$ cat src/logic/umsi_pkg.sv
// package for the modem signal interface: register offsets, bit positions, reset values
// assumes a single 250 MHz clock domain and a plain register port
package umsi_pkg;
	localparam logic [2:0] UMSI_OFS_INT_ENABLE = 3'h1;
	localparam logic [2:0] UMSI_OFS_INT_ID = 3'h2;
	localparam logic [2:0] UMSI_OFS_LINE_CTRL = 3'h3;
	localparam logic [2:0] UMSI_OFS_MODEM_CTRL = 3'h4;
	localparam logic [2:0] UMSI_OFS_LINE_STAT = 3'h5;
	localparam logic [2:0] UMSI_OFS_MODEM_STAT = 3'h6;
	localparam logic [2:0] UMSI_OFS_SCRATCH = 3'h7;
	localparam int UMSI_MC_DTR = 0;
	localparam int UMSI_MC_RTS = 1;
	localparam int UMSI_MC_OUTA = 2;
	localparam int UMSI_MC_OUTB = 3;
	localparam int UMSI_MC_LOOP = 4;
	localparam int UMSI_IE_RXDATA = 0;
	localparam int UMSI_IE_TXEMPTY = 1;
	localparam int UMSI_IE_LINE = 2;
	localparam int UMSI_IE_MODEM = 3;
	localparam logic [7:0] UMSI_RST_MODEM_CTRL = 8'h00;
	localparam logic [7:0] UMSI_RST_INT_ENABLE = 8'h00;
	localparam logic [3:0] UMSI_RST_FLAGS = 4'h0;
	localparam logic [3:0] UMSI_IID_NONE = 4'h1;
	localparam logic [3:0] UMSI_IID_LINE = 4'h6;
	localparam logic [3:0] UMSI_IID_RXDATA = 4'h4;
	localparam logic [3:0] UMSI_IID_TIMEOUT = 4'hC;
	localparam logic [3:0] UMSI_IID_TXEMPTY = 4'h2;
	localparam logic [3:0] UMSI_IID_MODEM = 4'h0;
	localparam int UMSI_RX_OVERSAMPLE = 16;
	typedef struct packed {
		logic carrier_n;
		logic ring_n;
		logic set_ready_n;
		logic clear_to_send_n;
	} umsi_modem_t;
endpackage

$ cat src/logic/umsi_top.sv
// modem and control signal interface of an async communications element
// assumes modem pins are asynchronous; receiver logic outside supplies its own status events
`timescale 1ns/1ns
module umsi_top (
	input wire logic clock,
	input wire logic rst_n,
	input wire logic clk_en,
	input wire logic master_reset_in,

	input wire logic [2:0] reg_addr,
	input wire logic [7:0] reg_wdata,
	input wire logic reg_wr,
	input wire logic reg_rd,
	output logic [7:0] reg_rdata,

	input wire logic [7:0] data_bus_in,
	output logic [7:0] data_bus_out,
	output logic data_bus_oe,
	output logic driver_disable,

	input wire umsi_pkg::umsi_modem_t modem_in,
	output logic terminal_ready_n,
	output logic send_request_n,
	output logic user_output_a,
	output logic user_output_b,
	output logic interrupt_request_out,

	input wire logic receive_baud_clock_in,
	output logic rx_sample_tick,
	input wire logic rx_error_evt,
	input wire logic rx_data_avail,
	input wire logic rx_timeout_evt,
	input wire logic fifo_mode,
	input wire logic tx_holding_empty
);
	umsi_pkg::umsi_modem_t sync1_r;
	umsi_pkg::umsi_modem_t sync2_r;
	umsi_pkg::umsi_modem_t prev_r;
	logic [3:0] flags_r;
	logic [3:0] flags_nxt;
	logic [7:0] modem_ctrl_r;
	logic [7:0] int_enable_r;
	logic [7:0] scratch_r;
	logic [7:0] line_ctrl_r;
	logic [7:0] rdata_r;
	logic [7:0] rdata_nxt;
	logic [7:0] modem_stat;
	logic [3:0] int_id;
	logic tx_empty_pend_r;
	logic tx_empty_prev_r;
	logic rck_s1_r;
	logic rck_s2_r;
	logic rck_prev_r;
	logic [3:0] rck_cnt_r;
	logic live;
	logic rd_stat;
	logic rd_iid;
	logic [3:0] chg;
	logic loop_mode;

	// register write strobes, one per writable register
	logic wr_mc;
	logic wr_ie;
	logic wr_lc;
	logic wr_sc;

	// interrupt sources before priority: line, rx data, timeout, tx empty, modem
	logic src_line;
	logic src_rx;
	logic src_timeout;
	logic src_tx;
	logic src_modem;

	// either reset input holds the registers; the synchronisers, modem edge register, receive-clock divider, read data and bus enable only see rst_n
	assign live = rst_n && !master_reset_in;
	assign rd_stat = reg_rd && (reg_addr == umsi_pkg::UMSI_OFS_MODEM_STAT);
	assign rd_iid = reg_rd && (reg_addr == umsi_pkg::UMSI_OFS_INT_ID);
	assign loop_mode = modem_ctrl_r[umsi_pkg::UMSI_MC_LOOP];

	assign wr_mc = reg_wr && (reg_addr == umsi_pkg::UMSI_OFS_MODEM_CTRL);
	assign wr_ie = reg_wr && (reg_addr == umsi_pkg::UMSI_OFS_INT_ENABLE);
	assign wr_lc = reg_wr && (reg_addr == umsi_pkg::UMSI_OFS_LINE_CTRL);
	assign wr_sc = reg_wr && (reg_addr == umsi_pkg::UMSI_OFS_SCRATCH);

	// two-stage synchroniser; only stage two feeds edge logic
	always_ff @(posedge clock) begin
		if (!rst_n) begin
			sync1_r <= '1;
			sync2_r <= '1;
		end else if (clk_en) begin
			sync1_r <= modem_in;
			sync2_r <= sync1_r;
		end
	end

	// settled level one cycle back, reset to the idle high so no false edge follows reset
	always_ff @(posedge clock) begin
		if (!rst_n) begin
			prev_r <= '1;
		end else if (clk_en) begin
			prev_r <= sync2_r;
		end
	end

	// active-low pins: a flip of level is a change; ring flag on pin low-to-high
	for (genvar gi = 0; gi < 4; gi++) begin : g_chg
		if (gi == 2) begin : g_ring
			assign chg[gi] = sync2_r[gi] & ~prev_r[gi];
		end else begin : g_lvl
			assign chg[gi] = sync2_r[gi] ^ prev_r[gi];
		end
	end

	always_comb begin
		flags_nxt = flags_r;
		if (rd_stat) begin
			flags_nxt = umsi_pkg::UMSI_RST_FLAGS;
		end
		flags_nxt = flags_nxt | chg; // set wins over the read clear
	end

	always_ff @(posedge clock) begin
		if (!live) begin
			flags_r <= umsi_pkg::UMSI_RST_FLAGS;
		end else if (clk_en) begin
			flags_r <= flags_nxt;
		end
	end

	always_comb begin
		modem_stat = 8'h00;
		modem_stat[3:0] = flags_r;
		modem_stat[4] = ~sync2_r.clear_to_send_n;
		modem_stat[5] = ~sync2_r.set_ready_n;
		modem_stat[6] = ~sync2_r.ring_n;
		modem_stat[7] = ~sync2_r.carrier_n;
	end

	// modem control and interrupt enable registers keep only their defined bits; the rest read zero
	always_ff @(posedge clock) begin
		if (!live) begin
			modem_ctrl_r <= umsi_pkg::UMSI_RST_MODEM_CTRL;
		end else if (clk_en && wr_mc) begin
			modem_ctrl_r <= {3'h0, reg_wdata[4:0]};
		end
	end

	always_ff @(posedge clock) begin
		if (!live) begin
			int_enable_r <= umsi_pkg::UMSI_RST_INT_ENABLE;
		end else if (clk_en && wr_ie) begin
			int_enable_r <= {4'h0, reg_wdata[3:0]};
		end
	end

	always_ff @(posedge clock) begin
		if (!live) begin
			line_ctrl_r <= 8'h00;
		end else if (clk_en && wr_lc) begin
			line_ctrl_r <= reg_wdata;
		end
	end

	always_ff @(posedge clock) begin
		if (!live) begin
			scratch_r <= 8'h00;
		end else if (clk_en && wr_sc) begin
			scratch_r <= reg_wdata;
		end
	end

	// transmit-empty interrupt: armed on rising empty, cleared by id read or when the holding register is no longer empty
	always_ff @(posedge clock) begin
		if (!live) begin
			tx_empty_pend_r <= 1'b0;
			tx_empty_prev_r <= 1'b0;
		end else if (clk_en) begin
			tx_empty_prev_r <= tx_holding_empty;
			if (tx_holding_empty && !tx_empty_prev_r) begin
				tx_empty_pend_r <= 1'b1;
			end else if ((rd_iid && int_id == umsi_pkg::UMSI_IID_TXEMPTY) || !tx_holding_empty) begin
				tx_empty_pend_r <= 1'b0;
			end
		end
	end

	// enabled sources; timeout only counts in fifo mode
	assign src_line = int_enable_r[umsi_pkg::UMSI_IE_LINE] && rx_error_evt;
	assign src_rx = int_enable_r[umsi_pkg::UMSI_IE_RXDATA] && rx_data_avail;
	assign src_timeout = int_enable_r[umsi_pkg::UMSI_IE_RXDATA] && fifo_mode && rx_timeout_evt;
	assign src_tx = int_enable_r[umsi_pkg::UMSI_IE_TXEMPTY] && tx_empty_pend_r;
	assign src_modem = int_enable_r[umsi_pkg::UMSI_IE_MODEM] && (flags_r != 4'h0);

	// prioritised interrupt source
	always_comb begin
		int_id = umsi_pkg::UMSI_IID_NONE;
		if (src_line) begin
			int_id = umsi_pkg::UMSI_IID_LINE;
		end else if (src_rx) begin
			int_id = umsi_pkg::UMSI_IID_RXDATA;
		end else if (src_timeout) begin
			int_id = umsi_pkg::UMSI_IID_TIMEOUT;
		end else if (src_tx) begin
			int_id = umsi_pkg::UMSI_IID_TXEMPTY;
		end else if (src_modem) begin
			int_id = umsi_pkg::UMSI_IID_MODEM;
		end
	end

	always_ff @(posedge clock) begin
		if (!live) begin
			interrupt_request_out <= 1'b0;
		end else if (clk_en) begin
			interrupt_request_out <= (int_id != umsi_pkg::UMSI_IID_NONE);
		end
	end

	always_comb begin
		case (reg_addr)
			umsi_pkg::UMSI_OFS_INT_ENABLE: begin
				rdata_nxt = int_enable_r;
			end
			umsi_pkg::UMSI_OFS_INT_ID: begin
				rdata_nxt = {2'h0, 2'h0, int_id};
			end
			umsi_pkg::UMSI_OFS_LINE_CTRL: begin
				rdata_nxt = line_ctrl_r;
			end
			umsi_pkg::UMSI_OFS_MODEM_CTRL: begin
				rdata_nxt = modem_ctrl_r;
			end
			umsi_pkg::UMSI_OFS_MODEM_STAT: begin
				rdata_nxt = modem_stat;
			end
			umsi_pkg::UMSI_OFS_SCRATCH: begin
				rdata_nxt = scratch_r;
			end
			default: begin
				rdata_nxt = 8'h00;
			end
		endcase
	end

	always_ff @(posedge clock) begin
		if (!rst_n) begin
			rdata_r <= 8'h00;
			data_bus_oe <= 1'b0;
		end else if (clk_en) begin
			if (reg_rd) begin
				rdata_r <= rdata_nxt;
			end
			data_bus_oe <= reg_rd;
		end
	end

	assign reg_rdata = rdata_r;
	assign data_bus_out = rdata_r;
	assign driver_disable = ~data_bus_oe;

	// modem control outputs, active low, inactive in loop mode
	always_ff @(posedge clock) begin
		if (!live) begin
			terminal_ready_n <= 1'b1;
		end else if (clk_en) begin
			terminal_ready_n <= ~(modem_ctrl_r[umsi_pkg::UMSI_MC_DTR] & ~loop_mode);
		end
	end

	always_ff @(posedge clock) begin
		if (!live) begin
			send_request_n <= 1'b1;
		end else if (clk_en) begin
			send_request_n <= ~(modem_ctrl_r[umsi_pkg::UMSI_MC_RTS] & ~loop_mode);
		end
	end

	always_ff @(posedge clock) begin
		if (!live) begin
			user_output_a <= 1'b1;
		end else if (clk_en) begin
			user_output_a <= ~(modem_ctrl_r[umsi_pkg::UMSI_MC_OUTA] & ~loop_mode);
		end
	end

	always_ff @(posedge clock) begin
		if (!live) begin
			user_output_b <= 1'b1;
		end else if (clk_en) begin
			user_output_b <= ~(modem_ctrl_r[umsi_pkg::UMSI_MC_OUTB] & ~loop_mode);
		end
	end

	// receive clock passes two flip-flops before its edge is taken
	always_ff @(posedge clock) begin
		if (!rst_n) begin
			rck_s1_r <= 1'b0;
			rck_s2_r <= 1'b0;
			rck_prev_r <= 1'b0;
		end else if (clk_en) begin
			rck_s1_r <= receive_baud_clock_in;
			rck_s2_r <= rck_s1_r;
			rck_prev_r <= rck_s2_r;
		end
	end

	// one tick per sixteen receive clock rising edges goes to the receiver
	always_ff @(posedge clock) begin
		if (!rst_n) begin
			rck_cnt_r <= 4'h0;
			rx_sample_tick <= 1'b0;
		end else if (clk_en) begin
			rx_sample_tick <= 1'b0;
			if (rck_s2_r && !rck_prev_r) begin
				rck_cnt_r <= rck_cnt_r + 4'h1;
				rx_sample_tick <= (rck_cnt_r == 4'(umsi_pkg::UMSI_RX_OVERSAMPLE - 1));
			end
		end
	end
endmodule

$ cat config.mk
export PLATFORM = sky130hd
export DESIGN_NAME = umsi_top
export DESIGN_NICKNAME = d
export VERILOG_FILES = /design/src/logic/umsi_pkg.sv /design/src/logic/umsi_top.sv
export SDC_FILE = /design/constraint.sdc
export NUM_CORES = 1
export LEC_CHECK = 0
export BUFFER_PORTS_ARGS = -buffer_cell sky130_fd_sc_hd__buf_4
export CAP_MARGIN = 20
export CORE_ASPECT_RATIO = 0.75
export CORE_MARGIN = 10
export CORE_UTILIZATION = 58
export DETAILED_ROUTE_END_ITERATION = 7
export GPL_ROUTABILITY_DRIVEN = 0
export HOLD_SLACK_MARGIN = 0.08
export PLACE_DENSITY = 0.81
export SYNTH_ARGS = -nofsm -noshare
export SYNTH_HDL_FRONTEND = slang
export SYNTH_SLANG_ARGS = --single-unit
$ cat constraint.sdc
create_clock -name clock -period 2.71 [get_ports clock]
set_clock_uncertainty 0.1 [all_clocks]
set_input_delay 0.271 -clock clock [delete_from_list [all_inputs] [get_ports clock]]
set_output_delay 0.271 -clock clock [all_outputs]
set_load 0.02 [all_outputs]
==> results of run 1 <==
-- logic make-up (layout without fill, tap and decap cells) --
logic type      count (synthesis)  in the layout  share of synthesized area (%)
compound gates                 62             62                          13.89
xor+xnor                        6              6                          1.801
fa+ha+maj                       1              1                         0.4287
buf+inv                        31             80                          5.874
flops                          65             65                          44.60
mux                            42             42                          14.62
simple gates                  114            114                          18.78
-- layer usage --
metal  routed length, microns  up-vias  part of all wire [%]
li1                         -     1202                     -
met1                     3123     1137                    44
met2                     3061      108                    44
met3                      762        9                    11
met4                       89        0                   1.3
met5                        0        -                     0
-- final timing paths --
| path | from | end | slack (ns) | cells past startpoint |
|---|---|---|---|---|
| max | int_enable_r[2] | data_bus_out[3] | 1.15 | 4 |
| min | receive_baud_clock_in | rck_s1_r | 0.1 | 3 |
| max reg2reg | int_enable_r[2] | data_bus_out[3] | 1.15 | 4 |
| min reg2reg | sync1_r[0] | sync1_r[0] | 0.37 | 2 |
-- stage by stage --
step	setup slack [ns]	instances	hold WS (ns)	utilization [%]
global placement	0.9473	406	0.3553	66.31
global route	1.072	430	0.09966	72.16
floorplan	1.305	321	0.2994	-
detailed placement	0.8862	406	0.3590	66.31
CTS	1.150	430	0.09341	72.16
finish	1.149	430	0.09984	72.16
-- registers in the layout, indices dropped and copies added, names as in the netlist, 4 cells and up --
| name | count |
|---|---|
| sync1_r | 4 |
| int_enable_r | 4 |
| scratch_r | 8 |
| sync2_r | 4 |
| flags_r | 4 |
| data_bus_out | 8 |
| line_ctrl_r | 8 |
| prev_r | 4 |
| modem_ctrl_r | 5 |
| rck_cnt_r | 4 |
-- final cells by class --
| type | instances | share of cell area [%] |
|---|---|---|
| clock buffer | 10 | 3.915 |
| clock inverter | 6 | 1.922 |
| inverter | 3 | 0.3203 |
| multi-input combinational | 225 | 41.10 |
| sequential | 65 | 37.01 |
| tap | 60 | 2.135 |
| timing repair buffer | 61 | 13.59 |
-- power by group --
group / internal, W / leakage [nW] / switching, W / total (W)
Combinational: 0.0000825 / 0.826 / 0.000102 / 0.000185
Sequential: 0.000972 / 0.527 / 0.0000130 / 0.000985
Clock: 0.000451 / 0.0985 / 0.000384 / 0.000834
Total: 0.00151 / 1.45 / 0.000499 / 0.00200
-- layout by cell type, fill, tap and decap left out, types with 4 or more instances in the layout --
| master | instances |
|---|---|
| dfxtp_1 | 65 |
| buf_4 | 53 |
| nand2_1 | 44 |
| mux2i_1 | 37 |
| nor2_1 | 28 |
| o21ai_0 | 18 |
| a21oi_1 | 12 |
| clkbuf_8 | 10 |
| nand2b_1 | 8 |
| dlygate4sd3_1 | 8 |
| nand3_1 | 7 |
| and2_1 | 7 |
| mux2_2 | 5 |
| nor2b_1 | 5 |
| o22ai_1 | 5 |
| xor2_1 | 4 |
-- worst max-delay path, cell delays in order, from the launching register on --
cell and delay (ns):
dfxtp_1 0.37, a21oi_2 0.18, nand2_1 0.11, or4_1 0.45
a311oi_1 0.27
==> summary.txt, run 1 <==
Power and ir drop
  – Tot Pwr: 0.002004 W
  – Worst VDD drop: 389.9 uV
  – P per Cell Area: 570.0 mW/mm^2
  – LEAKAGE: 1.452 nW

Synthesis
  – Count leader, synth: dfxtp_1
  – Share of flip-flops with an asynchronous set or reset: 0%
  – Synth area leaders: dfxtp_1 45%, mux2i_1 13%, nand2_1 5.7%
  – Cell taking the most area after synthesis: dfxtp_1
  – Post-synthesis net count: 357
  – Syn Std Cell Area: 0.002918 sq mm
  – Post-Syn Instances: 321
  – Top FF cell, synth: dfxtp_1
  – Register bit total from synthesis: 65
  – Post-synth EDFFs: 0
  – Yosys top cell area share: 44.60%
  – Average size of a mapped cell: 9.090 sq um
  – Yosys cell types: 48
  – Top cells by count, synth: 65 x dfxtp_1, 44 x nand2_1, 37 x mux2i_1, 28 x nor2_1, 18 x o21ai_0
  – Yosys warns: 0
  – Sequential cell area fraction in the yosys report: 44.60%

Min path
  – Worst Hold Class: in2reg

Clock network
  – Clk buf depth: 2
  – Root Driver: clkbuf_8
  – H-tree levels: 3
  – Post-CTS Resized: 0
  – CTS buffer count: 9
  – Worst-Skew Late Latency: 0.35 ns
  – Postcts setup bufs: 0
  – Clock transition at path regs: 0.07 ns
  – Hold_buf cts: 8
  – CTS tree: yes
  – CTS sink cnt: 65

Critical path
  – Required @ worst endpoint: 2.86 ns
  – CP endpoint kind: flip-flop
  – Crit Path Max Fanout: 4
  – Setup CP Type: reg2reg
  – CP Launch Type: flip-flop
  – Data arrival time of the critical path: 1.71 ns

Cells and area
  – Share of layout cells above drive strength 1: 21.08%
  – Antenna cell count: 0
  – FF/Latch Area: 0.001301 sq mm
  – Final instance area: 0.003516 sq mm
  – Total Nets Final: 401
  – Area growth syn-to-layout: 20.50%
  – Multi-input logic area: 0.001445 sq mm
  – Fillcell total: 359

Floorplan
  – Ports: 59
  – Die ar.: 0.008297 sq mm
  – Cell Rows: 22
  – Die W: 101.9 microns
  – Initial Util: 59.89%
  – Core region area: 0.004872 sq mm
  – Chip Height: 81.43 microns

Placed design
  – Placed Area: 0.003231 sq mm
  – Hpwl dp: 4932 microns
  – PortBufs: 50

Route
  – Vias per std cell: 5.712
  – Via count: 2,456
  – Routed Antenna Nets: 0
  – DRT Pass-1 Iters: 6
  – Total wire length: 7036 microns
  – Initial DRC count: 208
  – DRC Markers: 0
  – Routed len/inst: 16.36 microns

Timing
  – # setup viols final: 0
  – Setup TNS: 0 ns
  – Worst-Margin Slew: 0.4840 ns
  – Max Fclk: 640.7 MHz
  – Min Tclk post-route: 1.561 ns
  – RSZ-0062 raised after global routing: no
  – Hold Vio Cnt, Final: 0
  – Rel. slew slack: 67.73%
  – Slew Limit Fails: 0
  – Fin crit share: 57.59%

GRT
  – Total global-route track usage: 17.59%
  – GRT Residual Overflow: 0
  – Pin count of the biggest net entering global routing: 35
  – M1 GR Usage: 24.09%
  – Top Usage Layer GRT: met2
  – Vias in the first global route: 2,278
  – First-pass GRT wire length: 11,400 microns
  – GRT met2 Usage: 24.15%
  – Initial antenna violation count: 0
  – M3 GR Usage: 7.215%

Run
  – MaxCap Viol Count: 0

Outcome
  – Run status: completed
No activity file was read; power rests on OpenSTA's default activity.
==> run 2: changes to the inputs <==
--- a/config.mk
+++ b/config.mk
@@ -9,11 +9,11 @@
 export CAP_MARGIN = 20
 export CORE_ASPECT_RATIO = 0.75
 export CORE_MARGIN = 10
-export CORE_UTILIZATION = 58
+export CORE_UTILIZATION = 54
 export DETAILED_ROUTE_END_ITERATION = 7
 export GPL_ROUTABILITY_DRIVEN = 0
 export HOLD_SLACK_MARGIN = 0.08
-export PLACE_DENSITY = 0.81
+export PLACE_DENSITY = 0.76
 export SYNTH_ARGS = -nofsm -noshare
 export SYNTH_HDL_FRONTEND = slang
 export SYNTH_SLANG_ARGS = --single-unit
==> constraint.sdc (replaced) <==
create_clock -name clock -period 1.5 [get_ports clock]
set_clock_uncertainty 0.1 [all_clocks]
set_input_delay 0.15 -clock clock [delete_from_list [all_inputs] [get_ports clock]]
set_output_delay 0.15 -clock clock [all_outputs]
set_load 0.02 [all_outputs]
==> run 2 against run 1 <==
  * Critical path depth stayed put
  * Clock power is 51% higher
  * Setup slack got worse by 1.1 ns
  * Total power increased by 71%
  * Non-clock buffer count up 29
  * First-iteration DRC count fell by 20%
  * Die area up 5.7%
  * Cell count rose by 10%
  * Sequential power increased by 81%
  * Register-to-register slack worse by 1.1 ns
  * Largest power group unchanged
==> summary.txt, run 2 (synthesis gave the netlist of run 1 again) <==
Placed design
  – Placed Area: 0.003362 sq mm (was 0.003231 sq mm)
  – Hpwl dp: 5090 microns (was 4932 microns)
  – Setup WS pre-CTS: -0.01162 ns (was 0.8862 ns)
  – PortBufs: 50 (unchanged)
  – Placed cells: 436 (was 406)

Route
  – Top Metal Used: met4 (unchanged)
  – Routed len/inst: 15.14 microns (was 16.36 microns)
  – Initial DRC count: 166 (was 208)
  – Total wire length: 7174 microns (was 7036 microns)
  – Via count: 2,540 (was 2,456)
  – Vias per std cell: 5.359 (was 5.712)
  – DRT Pass-1 Iters: 5 (was 6)
  – DRC Markers: 0 (unchanged)
  – Met2 WL post-DR: 3172 microns (was 3061 microns)
  – Routed Antenna Nets: 0 (unchanged)
  – Met3 routed wirelength: 539 microns (was 762 microns)
  – Met1 wire length: 3330 microns (was 3123 microns)

Power and ir drop
  – LEAKAGE: 1.566 nW (was 1.452 nW)
  – Comb power frac: 11.2% (was 9.2%)
  – Worst VDD drop: 643.2 uV (was 389.9 uV)
  – Internal power: 0.002540 W (was 0.001505 W)
  – Net Sw Frac: 25.90% (was 24.90%)
  – NetSw: 0.0008877 W (was 0.0004991 W)
  – Clock power share: 36.8% (was 41.6%)
  – Seq pwr share: 51.9% (was 49.1%)
  – P per Cell Area: 908.8 mW/mm^2 (was 570.0 mW/mm^2)

Timing
  – Worst hold margin: 0.1488 ns (was 0.09984 ns)
  – RSZ-0062 raised after global routing: yes (was no)
  – Setup TNS: 0 ns (unchanged)
  – Slew Limit Fails: 0 (unchanged)
  – Max Fclk: 687.1 MHz (was 640.7 MHz)
  – Min Tclk post-route: 1.455 ns (was 1.561 ns)
  – Rel. slew slack: 68.54% (was 67.73%)
  – Fin crit share: 97.02% (was 57.59%)
  – Hold Vio Cnt, Final: 0 (unchanged)
  – Final worst slack: 0.04470 ns (was 1.149 ns)
  – Worst-Margin Slew: 0.4720 ns (was 0.4840 ns)
  – # setup viols final: 0 (unchanged)

Floorplan
  – Die W: 104.9 microns (was 101.9 microns)
  – Ports: 59 (unchanged)
  – Chip Height: 83.66 microns (was 81.43 microns)
  – Die ar.: 0.008774 sq mm (was 0.008297 sq mm)
  – Cell Rows: 23 (was 22)
  – Core region area: 0.005295 sq mm (was 0.004872 sq mm)
  – Initial Util: 55.10% (was 59.89%)

Clock network
  – Worst-Skew Late Latency: 0.34 ns (was 0.35 ns)
  – Clk buf depth: 2 (unchanged)
  – CTS buffer count: 9 (unchanged)
  – H-tree levels: 3 (unchanged)
  – Postcts setup bufs: 0 (unchanged)
  – Clock transition at path regs: 0.07 ns (about the same)
  – CTS tree: yes (unchanged)
  – CTS sink cnt: 65 (unchanged)
  – Root Driver: clkbuf_8 (unchanged)

Critical path
  – Required @ worst endpoint: 1.65 ns (was 2.86 ns)
  – Critical path's slowest cell: or4_1 (unchanged)
  – Crit-path cells: a21oi_2, nand2_1, or4_1, a311oi_2 (was a21oi_2, nand2_1, or4_1, a311oi_1)
  – Cell family with most CP delay: simple AND/OR/NAND/NOR gates (unchanged)
  – CP endpoint kind: flip-flop (unchanged)
  – Buf+Inv Stages, Crit Path: 0 (unchanged)
  – Data arrival time of the critical path: 1.61 ns (was 1.71 ns)
  – Setup CP Type: reg2reg (unchanged)
  – Max incr delay on CP: 0.45 ns (about the same)
  – Crit Path Max Fanout: 3 (was 4)
  – CP Launch Type: flip-flop (unchanged)

Run
  – MaxCap Viol Count: 0 (unchanged)

GRT
  – GRT Residual Overflow: 0 (unchanged)
  – Pin count of the biggest net entering global routing: 34 (was 35)
  – Vias in the first global route: 2,390 (was 2,278)
  – First-pass GRT wire length: 11,840 microns (was 11,400 microns)
  – Initial antenna violation count: 0 (unchanged)
  – Total global-route track usage: 16.46% (was 17.59%)

Cells and area
  – Layout Cells excl Fill: 474 (was 430)
  – Area growth syn-to-layout: 29.25% (was 20.50%)
  – Commonest non-fill, non-tap cell in the layout: buf_4 (was dfxtp_1)
  – Share of layout cells above drive strength 1: 23.81% (was 21.08%)
  – Fillcell total: 436 (was 359)
  – Final instance area: 0.003771 sq mm (was 0.003516 sq mm)
  – Antenna cell count: 0 (unchanged)
  – Most frequent cells in the layout: 67 x buf_4, 65 x dfxtp_1, 44 x nand2_1 (was 65 x dfxtp_1, 53 x buf_4, 44 x nand2_1)
  – Total Nets Final: 430 (was 401)

Min path
  – Worst Hold Class: in2reg (unchanged)

Outcome
  – Run status: completed (unchanged)
==> run 2: layout make-up <==
class | instances | area [sq um] | share of cell area, %
Timing Repair Buffer | 90 | 734.5 | 19.48
Clock inverter | 7 | 47.55 | 1.261
Inverter | 3 | 11.26 | 0.2986
Sequential cell | 65 | 1301 | 34.51
Clock buffer | 9 | 123.9 | 3.285
Tap cell | 75 | 93.84 | 2.488
Multi-Input combinational cell | 225 | 1459 | 38.69
==> run 2: repair_timing <==
action                                  CTS  global route
hold buffers                             23             0
resized for setup                         0             3
hold endpoints to repair                 47             0
endpoints found under the setup margin    0             5
==> run 2: tightest hold or removal path, cell delays in order <==
cell	delay (ns)
buf_4	0.11
nand2_1	0.05
or4_1	0.13
a311oi_2	0.09
==> run 2: final timing paths <==
check / slack, ns / end / start / depth (start not counted)
worst max-delay path: 0.04 / data_bus_out[3] / int_enable_r[2] / 4
worst min-delay path: 0.15 / data_bus_out[3] / fifo_mode / 4
worst max register to register: 0.04 / data_bus_out[3] / int_enable_r[2] / 4
worst min register to register: 0.38 / scratch_r[4] / scratch_r[4] / 2
==> run 2: through the flow <==
stage	power (W)	utilization [%]
CTS	0.003451	71.08
global placement	0.002147	63.49
floorplan	0.002012	-
finish	0.003427	71.22
global route	0.003580	71.22
detailed placement	0.002152	63.49
==> run 2: routing by layer <==
metal,GRT usage [%],vias to the layer above
li1,-,1256
met1,21.57,1197
met2,23.95,77
met3,5.941,10
met4,6.343,0
met5,0,-
==> run 2: power by group through the flow <==
stage          Clock [W]  Combinational [W]  Sequential [W]
5_1_grt          0.00138           0.000421         0.00178
3_5_place_dp           0           0.000333         0.00182
4_1_cts          0.00129           0.000382         0.00178
6_report         0.00126           0.000385         0.00178
3_3_place_gp           0           0.000329         0.00182
2_1_floorplan          0           0.000191         0.00182
